`src/hw/mrtc_params.svh`:
```
/*
  Constants of the mains-timed clock and calendar block: register indices,
  field positions, reset values and timing figures.
  Assumes a 20 MHz system clock and a word-addressed Avalon-MM slave port.
*/
// How it works
// - All timekeeping counts edges of the mains input.
// - Tenths carry into seconds up to year.
// - Short months end on their true last day.
// - February leap years handled through 2099.
// - Control bit picks 24-hour or 12-hour AM/PM.
// - Counters halt after power-up until a time write.
// - Power-loss flag set at every start-up.
// - Alarm match state readable in the status register.
// - Alarm compares seconds through month and weekday.
// - Field joins match only when its MSB set.
// - Mode bit zero single-event, one pulsed.
// - Single match pulls interrupt low, sets flag.
// - Writing zero clears an alarm flag.
// - Auto-clear bit lets a status read clear flags.
// - Pulsed mode repeats on every match unattended.
// - Recurrence follows the enabled alarm fields.
// - Pulsed match drives interrupt low 250 ms.
// - Interrupt is open-drain and active low.
// - All time counts are held in BCD.
// - Time writes only while write-enable bit set.
// - Any time write zeroes the tenths count.
`ifndef MRTC_PARAMS_SVH
`define MRTC_PARAMS_SVH

`define MRTC_CLK_HZ 20000000
`define MRTC_PULSE_MS 250
`define MRTC_PCNT_W 23
`define MRTC_DIV50 3'h5
`define MRTC_DIV60 3'h6

`define MRTC_A_SC 6'h00
`define MRTC_A_MN 6'h01
`define MRTC_A_HR 6'h02
`define MRTC_A_DT 6'h03
`define MRTC_A_MO 6'h04
`define MRTC_A_YR 6'h05
`define MRTC_A_DW 6'h06
`define MRTC_A_SS 6'h07
`define MRTC_A_STAT 6'h08
`define MRTC_A_INT 6'h0c
`define MRTC_A_AC 6'h13
`define MRTC_A_AL0 6'h1d
`define MRTC_AL_FIELDS 6

`define MRTC_B_PLF 0
`define MRTC_B_ALMA 4
`define MRTC_B_ACLR 7
`define MRTC_B_WEN 6
`define MRTC_B_PMODE 5
`define MRTC_B_ALEA 0
`define MRTC_B_AC60 7
`define MRTC_B_MIL 7
`define MRTC_B_PM 5
`define MRTC_B_EN 7

`define MRTC_RST_ONE 8'h01
`define MRTC_MAX_SS 8'h09
`define MRTC_MAX_SEC 8'h59
`define MRTC_MAX_HR24 6'h23
`define MRTC_HR12_TOP 5'h12
`define MRTC_HR12_LAST 5'h11
`define MRTC_MAX_DW 8'h06
`define MRTC_MAX_MO 8'h12
`define MRTC_MAX_YR 8'h99

`endif

```
`src/hw/mrtc_pkg.sv`:
```
/*
  Types shared by the clock block: bus carriers, time record and state.
  Assumes mrtc_params.svh is on the include path.
*/
`include "mrtc_params.svh"
package mrtc_pkg;
  typedef struct packed {
    logic [5:0] address;
    logic read;
    logic write;
    logic [31:0] writedata;
    logic [3:0] byteenable;
  } mrtc_avs_req_s;
  typedef struct packed {
    logic [31:0] readdata;
    logic waitrequest;
  } mrtc_avs_rsp_s;
  typedef struct packed {
    logic [7:0] ss, dw, yr, mo, dt, hr, mn, sc;
  } mrtc_time_s;
  // Alarm fields: 0 seconds, 1 minutes, 2 hours, 3 date, 4 month, 5 weekday.
  typedef logic [`MRTC_AL_FIELDS-1:0][7:0] mrtc_alarm_t;
  typedef struct packed {
    logic ack;
    logic sync1, sync2, prev;
    logic [2:0] div;
    logic run, plf, aclr, wen, pmode, ac60;
    logic [1:0] flag, ale, match_prev;
    mrtc_time_s tm;
    mrtc_alarm_t [1:0] al;
    logic [`MRTC_PCNT_W-1:0] pcnt;
    logic irq_oe;
    logic [31:0] rdata;
  } mrtc_state_s;
endpackage

```
`src/hw/mrtc_top.sv`:
```
/*
  Mains-timed clock/calendar with two alarms behind an Avalon-MM slave.
  Assumes the mains input is a squared-up asynchronous level, the interrupt
  pin has an external pull-up, and the bus master holds its request while
  waitrequest is high.
*/
// Chosen here: the Avalon-MM interface to the registers and the address map.
`include "mrtc_params.svh"
module mrtc_top #(
  parameter logic [`MRTC_PCNT_W-1:0] PULSE_CYCLES =
    `MRTC_PCNT_W'(`MRTC_CLK_HZ / 1000 * `MRTC_PULSE_MS)
) (
  // Clock and reset
  input wire logic i_clk,
  input wire logic i_nrst,
  // Register bus
  input wire mrtc_pkg::mrtc_avs_req_s i_avs,
  output mrtc_pkg::mrtc_avs_rsp_s o_avs,
  // Mains timing input
  input wire logic i_mains,
  // Open-drain interrupt, low when driven
  output logic o_irq_out,
  output logic o_irq_oe
);
  import mrtc_pkg::*;

  // ----------------------------------------------------------------------
  // Helpers
  // ----------------------------------------------------------------------
  function automatic logic [7:0] bcd_inc(input logic [7:0] v);
    if (v[3:0] == 4'h9) begin
      bcd_inc = {v[7:4] + 4'h1, 4'h0};
    end else begin
      bcd_inc = {v[7:4], v[3:0] + 4'h1};
    end
  endfunction

  function automatic logic is_leap(input logic [7:0] y);
    if (y[4]) begin
      is_leap = (y[3:0] == 4'h2) || (y[3:0] == 4'h6);
    end else begin
      is_leap = (y[3:0] == 4'h0) || (y[3:0] == 4'h4) || (y[3:0] == 4'h8);
    end
  endfunction

  function automatic logic [7:0] days_in(input logic [7:0] m, input logic lp);
    unique case (m)
      8'h02: days_in = lp ? 8'h29 : 8'h28;
      8'h04, 8'h06, 8'h09, 8'h11: days_in = 8'h30;
      default: days_in = 8'h31;
    endcase
  endfunction

  mrtc_state_s s_reg;
  mrtc_state_s s_next;

  // ----------------------------------------------------------------------
  // Bus decode
  // ----------------------------------------------------------------------
  logic req;
  logic acc;
  logic wr;
  logic wr_time;
  logic rd_stat;
  logic [7:0] wd;
  assign req = i_avs.read | i_avs.write;
  assign acc = req & s_reg.ack;
  assign wr = acc & i_avs.write & i_avs.byteenable[0];
  // Writes to the time section are dropped unless write enable is set.
  assign wr_time = wr & s_reg.wen & (i_avs.address <= `MRTC_A_SS);
  assign rd_stat = acc & i_avs.read & (i_avs.address == `MRTC_A_STAT);
  assign wd = i_avs.writedata[7:0];
  assign o_avs.waitrequest = req & ~s_reg.ack;
  assign o_avs.readdata = s_reg.rdata;
  assign o_irq_out = 1'b0;
  assign o_irq_oe = s_reg.irq_oe;

  // ----------------------------------------------------------------------
  // Alarm comparators
  // ----------------------------------------------------------------------
  logic [`MRTC_AL_FIELDS-1:0][7:0] tv;
  logic [1:0] match;
  logic [1:0] ev;
  assign tv = {s_reg.tm.dw, s_reg.tm.mo, s_reg.tm.dt, s_reg.tm.hr, s_reg.tm.mn, s_reg.tm.sc};
  for (genvar a = 0; a < 2; a++) begin : g_alarm
    logic [`MRTC_AL_FIELDS-1:0] en;
    logic [`MRTC_AL_FIELDS-1:0] hit;
    for (genvar f = 0; f < `MRTC_AL_FIELDS; f++) begin : g_field
      assign en[f] = s_reg.al[a][f][`MRTC_B_EN];
      assign hit[f] = ~en[f] |
        (s_reg.al[a][f][`MRTC_B_EN-1:0] == tv[f][`MRTC_B_EN-1:0]);
    end
    // An alarm with no field enabled never matches.
    assign match[a] = (|en) & (&hit);
  end
  // One event per entry into a matching time; a match lasts at least a whole second.
  assign ev = match & ~s_reg.match_prev;

  // ----------------------------------------------------------------------
  // Next state
  // ----------------------------------------------------------------------
  logic rise;
  logic tenth;
  logic day;
  logic [2:0] divmax;
  logic [7:0] hlow;
  logic [7:0] rd;
  always_comb begin
    s_next = s_reg;
    rd = 8'h00;
    hlow = 8'h00;
    tenth = 1'b0;
    day = 1'b0;
    // Mains edge detection reads only the second synchroniser stage.
    s_next.sync1 = i_mains;
    s_next.sync2 = s_reg.sync1;
    s_next.prev = s_reg.sync2;
    rise = s_reg.sync2 & ~s_reg.prev;
    divmax = s_reg.ac60 ? `MRTC_DIV60 : `MRTC_DIV50;
    if (s_reg.run && rise) begin
      if (s_reg.div == divmax - 3'h1) begin
        s_next.div = 3'h0;
        tenth = 1'b1;
      end else begin
        s_next.div = s_reg.div + 3'h1;
      end
    end
    // Carry chain, all fields in BCD.
    if (tenth) begin
      s_next.tm.ss = bcd_inc(s_reg.tm.ss);
      if (s_reg.tm.ss == `MRTC_MAX_SS) begin
        s_next.tm.ss = 8'h00;
        s_next.tm.sc = bcd_inc(s_reg.tm.sc);
        if (s_reg.tm.sc == `MRTC_MAX_SEC) begin
          s_next.tm.sc = 8'h00;
          s_next.tm.mn = bcd_inc(s_reg.tm.mn);
          if (s_reg.tm.mn == `MRTC_MAX_SEC) begin
            s_next.tm.mn = 8'h00;
            if (s_reg.tm.hr[`MRTC_B_MIL]) begin
              s_next.tm.hr = bcd_inc(s_reg.tm.hr);
              s_next.tm.hr[`MRTC_B_MIL] = 1'b1;
              if (s_reg.tm.hr[5:0] == `MRTC_MAX_HR24) begin
                s_next.tm.hr[5:0] = 6'h00;
                day = 1'b1;
              end
            end else begin
              hlow = bcd_inc({3'h0, s_reg.tm.hr[4:0]});
              s_next.tm.hr[4:0] = hlow[4:0];
              if (s_reg.tm.hr[4:0] == `MRTC_HR12_TOP) begin
                s_next.tm.hr[4:0] = 5'h01;
              end else if (s_reg.tm.hr[4:0] == `MRTC_HR12_LAST) begin
                s_next.tm.hr[`MRTC_B_PM] = ~s_reg.tm.hr[`MRTC_B_PM];
                day = s_reg.tm.hr[`MRTC_B_PM];
              end
            end
            // Day carry: set only when the hour wraps into a new day.
            if (day) begin
              s_next.tm.dw = (s_reg.tm.dw == `MRTC_MAX_DW) ? 8'h00 : bcd_inc(s_reg.tm.dw);
              s_next.tm.dt = bcd_inc(s_reg.tm.dt);
              if (s_reg.tm.dt == days_in(s_reg.tm.mo, is_leap(s_reg.tm.yr))) begin
                s_next.tm.dt = `MRTC_RST_ONE;
                s_next.tm.mo = bcd_inc(s_reg.tm.mo);
                if (s_reg.tm.mo == `MRTC_MAX_MO) begin
                  s_next.tm.mo = `MRTC_RST_ONE;
                  s_next.tm.yr = bcd_inc(s_reg.tm.yr);
                  if (s_reg.tm.yr == `MRTC_MAX_YR) begin
                    s_next.tm.yr = 8'h00;
                  end
                end
              end
            end
          end
        end
      end
    end
    // Bus access: read data is latched on the first cycle of a request.
    s_next.ack = req & ~s_reg.ack;
    if (req && !s_reg.ack) begin
      unique case (i_avs.address)
        `MRTC_A_SC: rd = s_reg.tm.sc;
        `MRTC_A_MN: rd = s_reg.tm.mn;
        `MRTC_A_HR: rd = s_reg.tm.hr;
        `MRTC_A_DT: rd = s_reg.tm.dt;
        `MRTC_A_MO: rd = s_reg.tm.mo;
        `MRTC_A_YR: rd = s_reg.tm.yr;
        `MRTC_A_DW: rd = s_reg.tm.dw;
        `MRTC_A_SS: rd = s_reg.tm.ss;
        `MRTC_A_STAT: begin
          rd[`MRTC_B_PLF] = s_reg.plf;
          rd[`MRTC_B_ALMA +: 2] = s_reg.flag;
        end
        `MRTC_A_INT: begin
          rd[`MRTC_B_ACLR] = s_reg.aclr;
          rd[`MRTC_B_WEN] = s_reg.wen;
          rd[`MRTC_B_PMODE] = s_reg.pmode;
          rd[`MRTC_B_ALEA +: 2] = s_reg.ale;
        end
        `MRTC_A_AC: rd[`MRTC_B_AC60] = s_reg.ac60;
        default: begin
          for (int k = 0; k < 2; k++) begin
            for (int f = 0; f < `MRTC_AL_FIELDS; f++) begin
              if (i_avs.address == 6'(`MRTC_A_AL0 + k * `MRTC_AL_FIELDS + f)) begin
                rd = s_reg.al[k][f];
              end
            end
          end
        end
      endcase
      s_next.rdata = {24'h000000, rd};
    end
    // Writes take effect on the edge where waitrequest is low.
    if (wr_time) begin
      unique case (i_avs.address)
        `MRTC_A_SC: s_next.tm.sc = wd;
        `MRTC_A_MN: s_next.tm.mn = wd;
        `MRTC_A_HR: s_next.tm.hr = wd;
        `MRTC_A_DT: s_next.tm.dt = wd;
        `MRTC_A_MO: s_next.tm.mo = wd;
        `MRTC_A_YR: s_next.tm.yr = wd;
        `MRTC_A_DW: s_next.tm.dw = wd;
        default: ;
      endcase
      s_next.tm.ss = 8'h00;
      s_next.div = 3'h0;
      s_next.run = 1'b1;
    end
    if (wr && i_avs.address == `MRTC_A_STAT) begin
      if (!wd[`MRTC_B_PLF]) begin
        s_next.plf = 1'b0;
      end
      s_next.flag = s_reg.flag & wd[`MRTC_B_ALMA +: 2];
    end
    if (rd_stat && s_reg.aclr) begin
      s_next.flag = 2'b00;
    end
    if (wr && i_avs.address == `MRTC_A_INT) begin
      s_next.aclr = wd[`MRTC_B_ACLR];
      s_next.wen = wd[`MRTC_B_WEN];
      s_next.pmode = wd[`MRTC_B_PMODE];
      s_next.ale = wd[`MRTC_B_ALEA +: 2];
    end
    if (wr && i_avs.address == `MRTC_A_AC) begin
      s_next.ac60 = wd[`MRTC_B_AC60];
    end
    for (int k = 0; k < 2; k++) begin
      for (int f = 0; f < `MRTC_AL_FIELDS; f++) begin
        if (wr && i_avs.address == 6'(`MRTC_A_AL0 + k * `MRTC_AL_FIELDS + f)) begin
          s_next.al[k][f] = wd;
        end
      end
    end
    // Alarm events set flags after any clear, so a match is never lost.
    s_next.match_prev = match;
    s_next.flag = s_next.flag | ev;
    if (s_reg.pmode && |(ev & s_reg.ale)) begin
      s_next.pcnt = PULSE_CYCLES;
    end else if (s_reg.pcnt != '0) begin
      s_next.pcnt = s_reg.pcnt - `MRTC_PCNT_W'(1);
    end
    if (s_next.pmode) begin
      s_next.irq_oe = s_next.pcnt != '0;
    end else begin
      s_next.irq_oe = |(s_next.flag & s_next.ale);
    end
  end

  always_ff @(posedge i_clk) begin
    if (!i_nrst) begin
      s_reg <= '0;
      s_reg.plf <= 1'b1;
      s_reg.ale[0] <= 1'b1;
      s_reg.tm.dt <= `MRTC_RST_ONE;
      s_reg.tm.mo <= `MRTC_RST_ONE;
      for (int k = 0; k < 2; k++) begin
        s_reg.al[k][3] <= `MRTC_RST_ONE;
        s_reg.al[k][4] <= `MRTC_RST_ONE;
      end
    end else begin
      s_reg <= s_next;
    end
  end
endmodule // mrtc_top

```
`config.mk`:
```
export PLATFORM = sky130hd
export DESIGN_NAME = mrtc_top
export DESIGN_NICKNAME = d
export VERILOG_FILES = /design/src/hw/mrtc_pkg.sv /design/src/hw/mrtc_top.sv
export VERILOG_INCLUDE_DIRS = /design/src /design/src/hw
export SDC_FILE = /design/constraint.sdc
export NUM_CORES = 1
export LEC_CHECK = 0
export CORE_UTILIZATION = 50
export DETAILED_ROUTE_END_ITERATION = 10
export DONT_BUFFER_PORTS = 1
export GPL_TIMING_DRIVEN = 0
export HOLD_SLACK_MARGIN = 0.02
export SKIP_LAST_GASP = 1
export SYNTH_ARGS = -nofsm -noshare
export SYNTH_HDL_FRONTEND = slang
export SYNTH_SLANG_ARGS = --single-unit
```
`constraint.sdc`:
```
create_clock -name i_clk -period 3.4 [get_ports i_clk]
set_input_delay 0.68 -clock i_clk [delete_from_list [all_inputs] [get_ports i_clk]]
set_output_delay 0.68 -clock i_clk [all_outputs]
set_load 0.02 [all_outputs]
```
==> flow_summary.json, run 1 <==
{
  "fin_nets": 1717,
  "clk_latency_ns": 0.54,
  "placementRows": 57,
  "maxCapViolations": 0,
  "die_area_mm2": 0.0259,
  "status": "finished clean",
  "synth_edf_count": 0,
  "gp_congestion": 1.01,
  "fmax_mhz": 307,
  "clkPwrFrac_pct": 43.2,
  "synth.most_common_cell": "dfxtp_1",
  "yosysTopAreaCellShare_pct": 33.5,
  "combinationalPowerShare_pct": 16.8,
  "final_cell_area_mm2": 0.0140,
  "core_mm2": 0.0245,
  "skew_ns": 0.0102,
  "synthArstFlopShare_pct": 0,
  "wl_met3_um": 4610,
  "seqPwrFrac_pct": 40.0,
  "grt_usage_pct": 37.9,
  "max_stage_delay_ns": 0.86,
  "cts_tree": "built",
  "min_period_ns": 3.26,
  "period_share_pct": 95.9,
  "root_buffer": "clkbuf_16",
  "cp_cell_sequence": "clkbuf_1 -> xor2_1 -> o41ai_1 -> nand4_1 -> o32ai_4 -> or2_2 -> clkbuf_1 -> buf_2 -> nor2_1",
  "leakage_nw": 4.95,
  "largest_reg_flops": 188,
  "hold_class": "in2reg",
  "rr_startpoint": "s_reg[169]",
  "cts.clk_slew.worst_paths_ns": 0.06,
  "slew_violations": 0,
  "cts-buffers-inserted": 25,
  "cp-start-kind": "register",
  "r2r-end": "s_reg[49]",
  "dr.pass1.iters": 6,
  "cp_common_cell": "clkbuf_1",
  "ys_top_cells_by_area": "dfxtp_1 34%, nor2_1 5.3%, xnor2_1 4.9%",
  "p_sw_w": 0.00192,
  "die_h_um": 161,
  "p_int_w": 0.00477,
  "slew_headroom_pct": 26.8,
  "h-tree-depth": 1,
  "setup_viol": 0,
  "yosysSeqAreaShare_pct": 33.5,
  "n_fill_cell": 2294,
  "yosys_warnings": 0,
  "max-vdd-ir-drop_mv": 0.467,
  "dp_hpwl_um": 36000,
  "worstPathRequired_ns": 3.82,
  "syn_area_mm2": 0.0126,
  "drt_iter0_markers": 1358,
  "synth.distinct_cells": 87,
  "drt-wirelength-per-cell_um": 24.9,
  "drt-met1-wl_um": 20400,
  "r2r_cells": 9,
  "avgViaCountPerCell": 6.30,
  "worstMarginPinSlew_ns": 1.10,
  "final_antenna_net_count": 0,
  "top_level_ports": 82,
  "syn_inst": 1596,
  "fin_hold_ws_ns": 0.268,
  "portBuffers": 0,
  "grt_overflow": 0,
  "cp_max_fo": 10,
  "drc_errors": 0,
  "synthFlopType": "dfxtp_1",
  "start_util_pct": 51.4,
  "rsz0062_at_grt": "no",
  "crit_end": "s_reg[49]",
  "grt_pass1_vias": 11600,
  "clockBufferDepth": 3,
  "cpMaxStageDelayCell": "o41ai_1",
  "n_antenna_cell": 0,
  "path_class": "reg2reg",
  "swShare_pct": 28.7,
  "ys_ff_latch": 211,
  "cp-startpoint": "s_reg[169]",
  "hold_viol": 0,
  "dpl_cell_area_mm2": 0.0131,
  "grt_max_degree": 13,
  "grt_pass1_wl_um": 73700,
  "wirelength_um": 49400,
  "die_w_um": 161,
  "synth_top_area_cell": "dfxtp_1",
  "critPathArrivalTime_ns": 3.68,
  "r2r_setup_slack_ns": 0.14,
  "layout-drive-gt1-share_pct": 8.91,
  "grt_antenna_before_repair": 0,
  "numClockSinks": 211,
  "post_cts_buffers": 0,
  "final_util_pct": 57.2,
  "area_growth_pct": 11.3,
  "yosys-top-cells-count": "211 x dfxtp_1, 179 x nor2_1, 153 x nand2_1",
  "top_layer": "met4",
  "tns_ns": 0,
  "dr_wl_met2_um": 21100,
  "p_per_area_mw_per_mm2": 476,
  "crit_path_end_kind": "register",
  "avgSynthCellArea_um2": 7.90,
  "vias": 12500
}
## per-layer routing
layer / global-route usage, % / vias to the layer above
met3: 7.39 / 177
met1: 50.1 / 5920
li1: - / 5759
met5: 0 / -
met2: 57.3 / 658
met4: 22.3 / 0
## through the flow
stage               total power [W]  cells  setup slack (ns)
finish                      0.00669   1985             0.141
global route                0.00695   1985          0.000897
CTS                         0.00669   1991           -0.0163
detailed placement          0.00382   1946            -0.464
global placement            0.00381   1944            -0.476
floorplan                   0.00356   1620             0.540
## power by group through the flow
stage | Sequential, W | Combinational, W | Clock (W)
6_report | 0.00268 | 0.00113 | 0.00289
5_1_grt | 0.00269 | 0.00124 | 0.00301
4_1_cts | 0.00268 | 0.00110 | 0.00291
3_5_place_dp | 0.00273 | 0.00110 | 0
3_3_place_gp | 0.00273 | 0.00108 | 0
2_1_floorplan | 0.00270 | 0.000851 | 0
## cell type report
class | count | area, um^2 | share of cell area [%]
Clock inverter | 12 | 166 | 1.19
Inverter | 32 | 120 | 0.856
Multi-Input combinational cell | 1217 | 7660 | 54.5
Buffer | 153 | 741 | 5.28
Timing Repair Buffer | 2 | 10.0 | 0.0713
Clock buffer | 34 | 709 | 5.05
Tap cell | 324 | 405 | 2.89
Sequential cell | 211 | 4230 | 30.1
## cell usage in the layout, fill, tap and decap left out, types with 14 or more instances in the layout
cell type,instances
nand4_1,31
clkbuf_16,25
nor2b_1,14
nor2_1,178
a211oi_1,15
xnor2_1,71
nand3_1,101
xor2_1,44
dfxtp_1,207
conb_1,25
a21oi_1,112
a31oi_1,17
buf_4,36
ha_1,28
mux2i_1,46
o21ai_0,63
mux2_2,14
a22oi_1,35
clkbuf_1,98
nand2_1,153
nor3_1,29
inv_1,30
## worst min-delay path by stage
stage / start / endpoint / slack, ns / cells after the start
floorplan: s_next[232] / s_next[231] / 0.41 / 1
global placement: s_next[232] / s_next[231] / 0.44 / 1
detailed placement: s_next[232] / s_next[231] / 0.44 / 1
CTS: i_mains / s_next[232] / 0.26 / 1
global route: i_mains / s_next[232] / 0.27 / 1
finish: i_mains / s_next[232] / 0.27 / 1
## kinds of logic after synthesis
family,count (synthesis),synth area share [%]
compound gates,361,19.1
xor+xnor,115,7.99
fa+ha+maj,28,2.78
buf+inv,192,7.01
flops,211,33.5
mux,61,4.98
other cells,1,0.0297
simple gates,627,24.6
## what timing repair did
action	CTS	global route
gates cloned	0	0
endpoints found under the setup margin	22	41
hold buffers	0	0
pin swaps	0	2
gates resized for setup	7	12
## critical path: cells and delay by family (launching register included)
family          cells  cell delay (ns)
buf+inv             3             0.95
simple gates        3             0.54
xor+xnor            1             0.14
compound gates      2             1.21
flops               1             0.30
(Power assumes the default switching activity.)
==> run 2, diff against run 1 <==
- SETUP_SLACK_MARGIN: unset -> 0.2
==> flow_summary.json, run 2 (synthesis results as in run 1) <==
{
  "worstMarginPinSlew_ns": 1.13,
  "cts_tree": "built",
  "crit_path_end_kind": "output pin",
  "gp_congestion": 1.01,
  "dp.cells": 1946,
  "portBuffers": 0,
  "critPathArrivalTime_ns": 2.49,
  "cp_cell_sequence": "or2_2 -> clkbuf_1 -> clkinv_1 -> buf_4",
  "drt-wirelength-per-cell_um": 24.8,
  "avgViaCountPerCell": 6.29,
  "leakage_nw": 5.05,
  "cp_max_fo": 10,
  "n_fill_cell": 2293,
  "period_share_pct": 93.2,
  "layout-drive-gt1-share_pct": 10.2,
  "skew_ns": 0.0105,
  "largest_reg_flops": 188,
  "h-tree-depth": 1,
  "rsz0062_at_grt": "yes",
  "final_util_pct": 57.8,
  "critPathTopFamily": "buffers and inverters",
  "die_h_um": 161,
  "status": "finished clean",
  "fmax_mhz": 316,
  "slew_headroom_pct": 24.1,
  "drc_errors": 0,
  "setup_viol": 0,
  "clk_latency_ns": 0.54,
  "wirelength_um": 49600,
  "min_period_ns": 3.17,
  "grt_max_degree": 13,
  "final_cell_mix": "206 x dfxtp_1, 178 x nor2_1, 152 x nand2_1",
  "final_cell_area_mm2": 0.0142,
  "numClockSinks": 211,
  "worstPathRequired_ns": 2.72,
  "layout_commonest_cell": "dfxtp_1",
  "dpl_cell_area_mm2": 0.0131,
  "cp-start-kind": "register",
  "p_per_area_mw_per_mm2": 472,
  "fin_nets": 1732,
  "drt_iter0_markers": 1301,
  "cts.clk_slew.worst_paths_ns": 0.06,
  "grt_antenna_before_repair": 0,
  "dr.pass1.iters": 5,
  "path_buf_inv": 3,
  "final_antenna_net_count": 0,
  "cpMaxStageDelayCell": "clkbuf_1",
  "path_class": "reg2out",
  "instances_no_fill": 2001,
  "root_buffer": "clkbuf_16",
  "grt_usage_pct": 38.0,
  "slew_violations": 0,
  "die_w_um": 161,
  "grt_pass1_wl_um": 73900,
  "core_mm2": 0.0245,
  "grt_pass1_vias": 11700,
  "clockBufferDepth": 3,
  "maxCapViolations": 0,
  "max_stage_delay_ns": 0.60,
  "vias": 12600,
  "cts-buffers-inserted": 25,
  "dp_hpwl_um": 36000,
  "top_level_ports": 82,
  "hold_class": "in2reg",
  "hold_viol": 0,
  "die_area_mm2": 0.0259,
  "area_growth_pct": 12.5,
  "grt_overflow": 0,
  "start_util_pct": 51.4,
  "max-vdd-ir-drop_mv": 0.468,
  "multi_input_area_mm2": 0.00769,
  "placementRows": 57,
  "ff_latch_area_mm2": 0.00423
}
run 2: cell count changes in the layout (fill, tap and decap cells not counted), sizes merged:
| cell | change |
|---|---|
| buf | +8 |
| clkbuf | +7 |
| diode | +1 |
run 2: worst paths after layout:
kind / slack, ns / start / cells past startpoint / end
max: 0.23 / s_reg[234] / 4 / o_avs[0]
min: 0.27 / i_mains / 1 / s_next[232]
max reg2reg: 0.38 / s_reg[187] / 9 / s_reg[199]
min reg2reg: 0.45 / s_next[232] / 1 / s_next[231]
run 2: final cells by class:
class | instances | area share [%]
clock inverters | 12 | 1.17
clock buffers | 34 | 5.00
inverters | 32 | 0.847
multi-input cells | 1217 | 54.3
well taps | 324 | 2.86
repair buffers | 10 | 0.494
plain buffers | 160 | 5.52
diodes | 1 | 0.0176
flip-flops and latches | 211 | 29.8
run 2: per-stage QoR:
stage               setup slack (ns)  TNS [ns]  power, W  hold WS, ns
floorplan                      0.540         0   0.00356        0.412
global placement              -0.476    -15.55   0.00381        0.439
detailed placement            -0.464     -6.20   0.00382        0.442
CTS                            0.201         0   0.00669        0.260
global route                   0.197         0   0.00695        0.267
finish                         0.232         0   0.00669        0.266
run 2: per-layer routing:
metal / wire length (um) / track usage (%)
met5: 0 / 0
met3: 4630 / 7.31
met2: 21100 / 57.8
met4: 3160 / 21.7
met1: 20600 / 50.3
run 2: what timing repair did:
| item | CTS | global route |
|---|---|---|
| buffers inserted | 4 | 4 |
| setup endpoints to repair | 45 | 27 |
| pin swaps | 2 | 3 |
| hold buffers | 0 | 0 |
| resized for setup | 20 | 21 |
run 2: report_power, final:
part	switching [W]	internal, W	total [W]
sequential	0.000100	0.00258	0.00268
clock	0.00113	0.00176	0.00289
combinational	0.000696	0.000430	0.00113
total	0.00193	0.00477	0.00669
run 2: worst register-to-register path: stages, from the launching register on:
cell      delay, ns
dfxtp_1        0.33
clkbuf_1       0.63
nor3b_2        0.16
a211o_1        0.34
a211oi_1       0.31
mux2_2         0.26
buf_4          0.19
nand4_1        0.14
o41ai_1        0.36
o221a_2        0.24
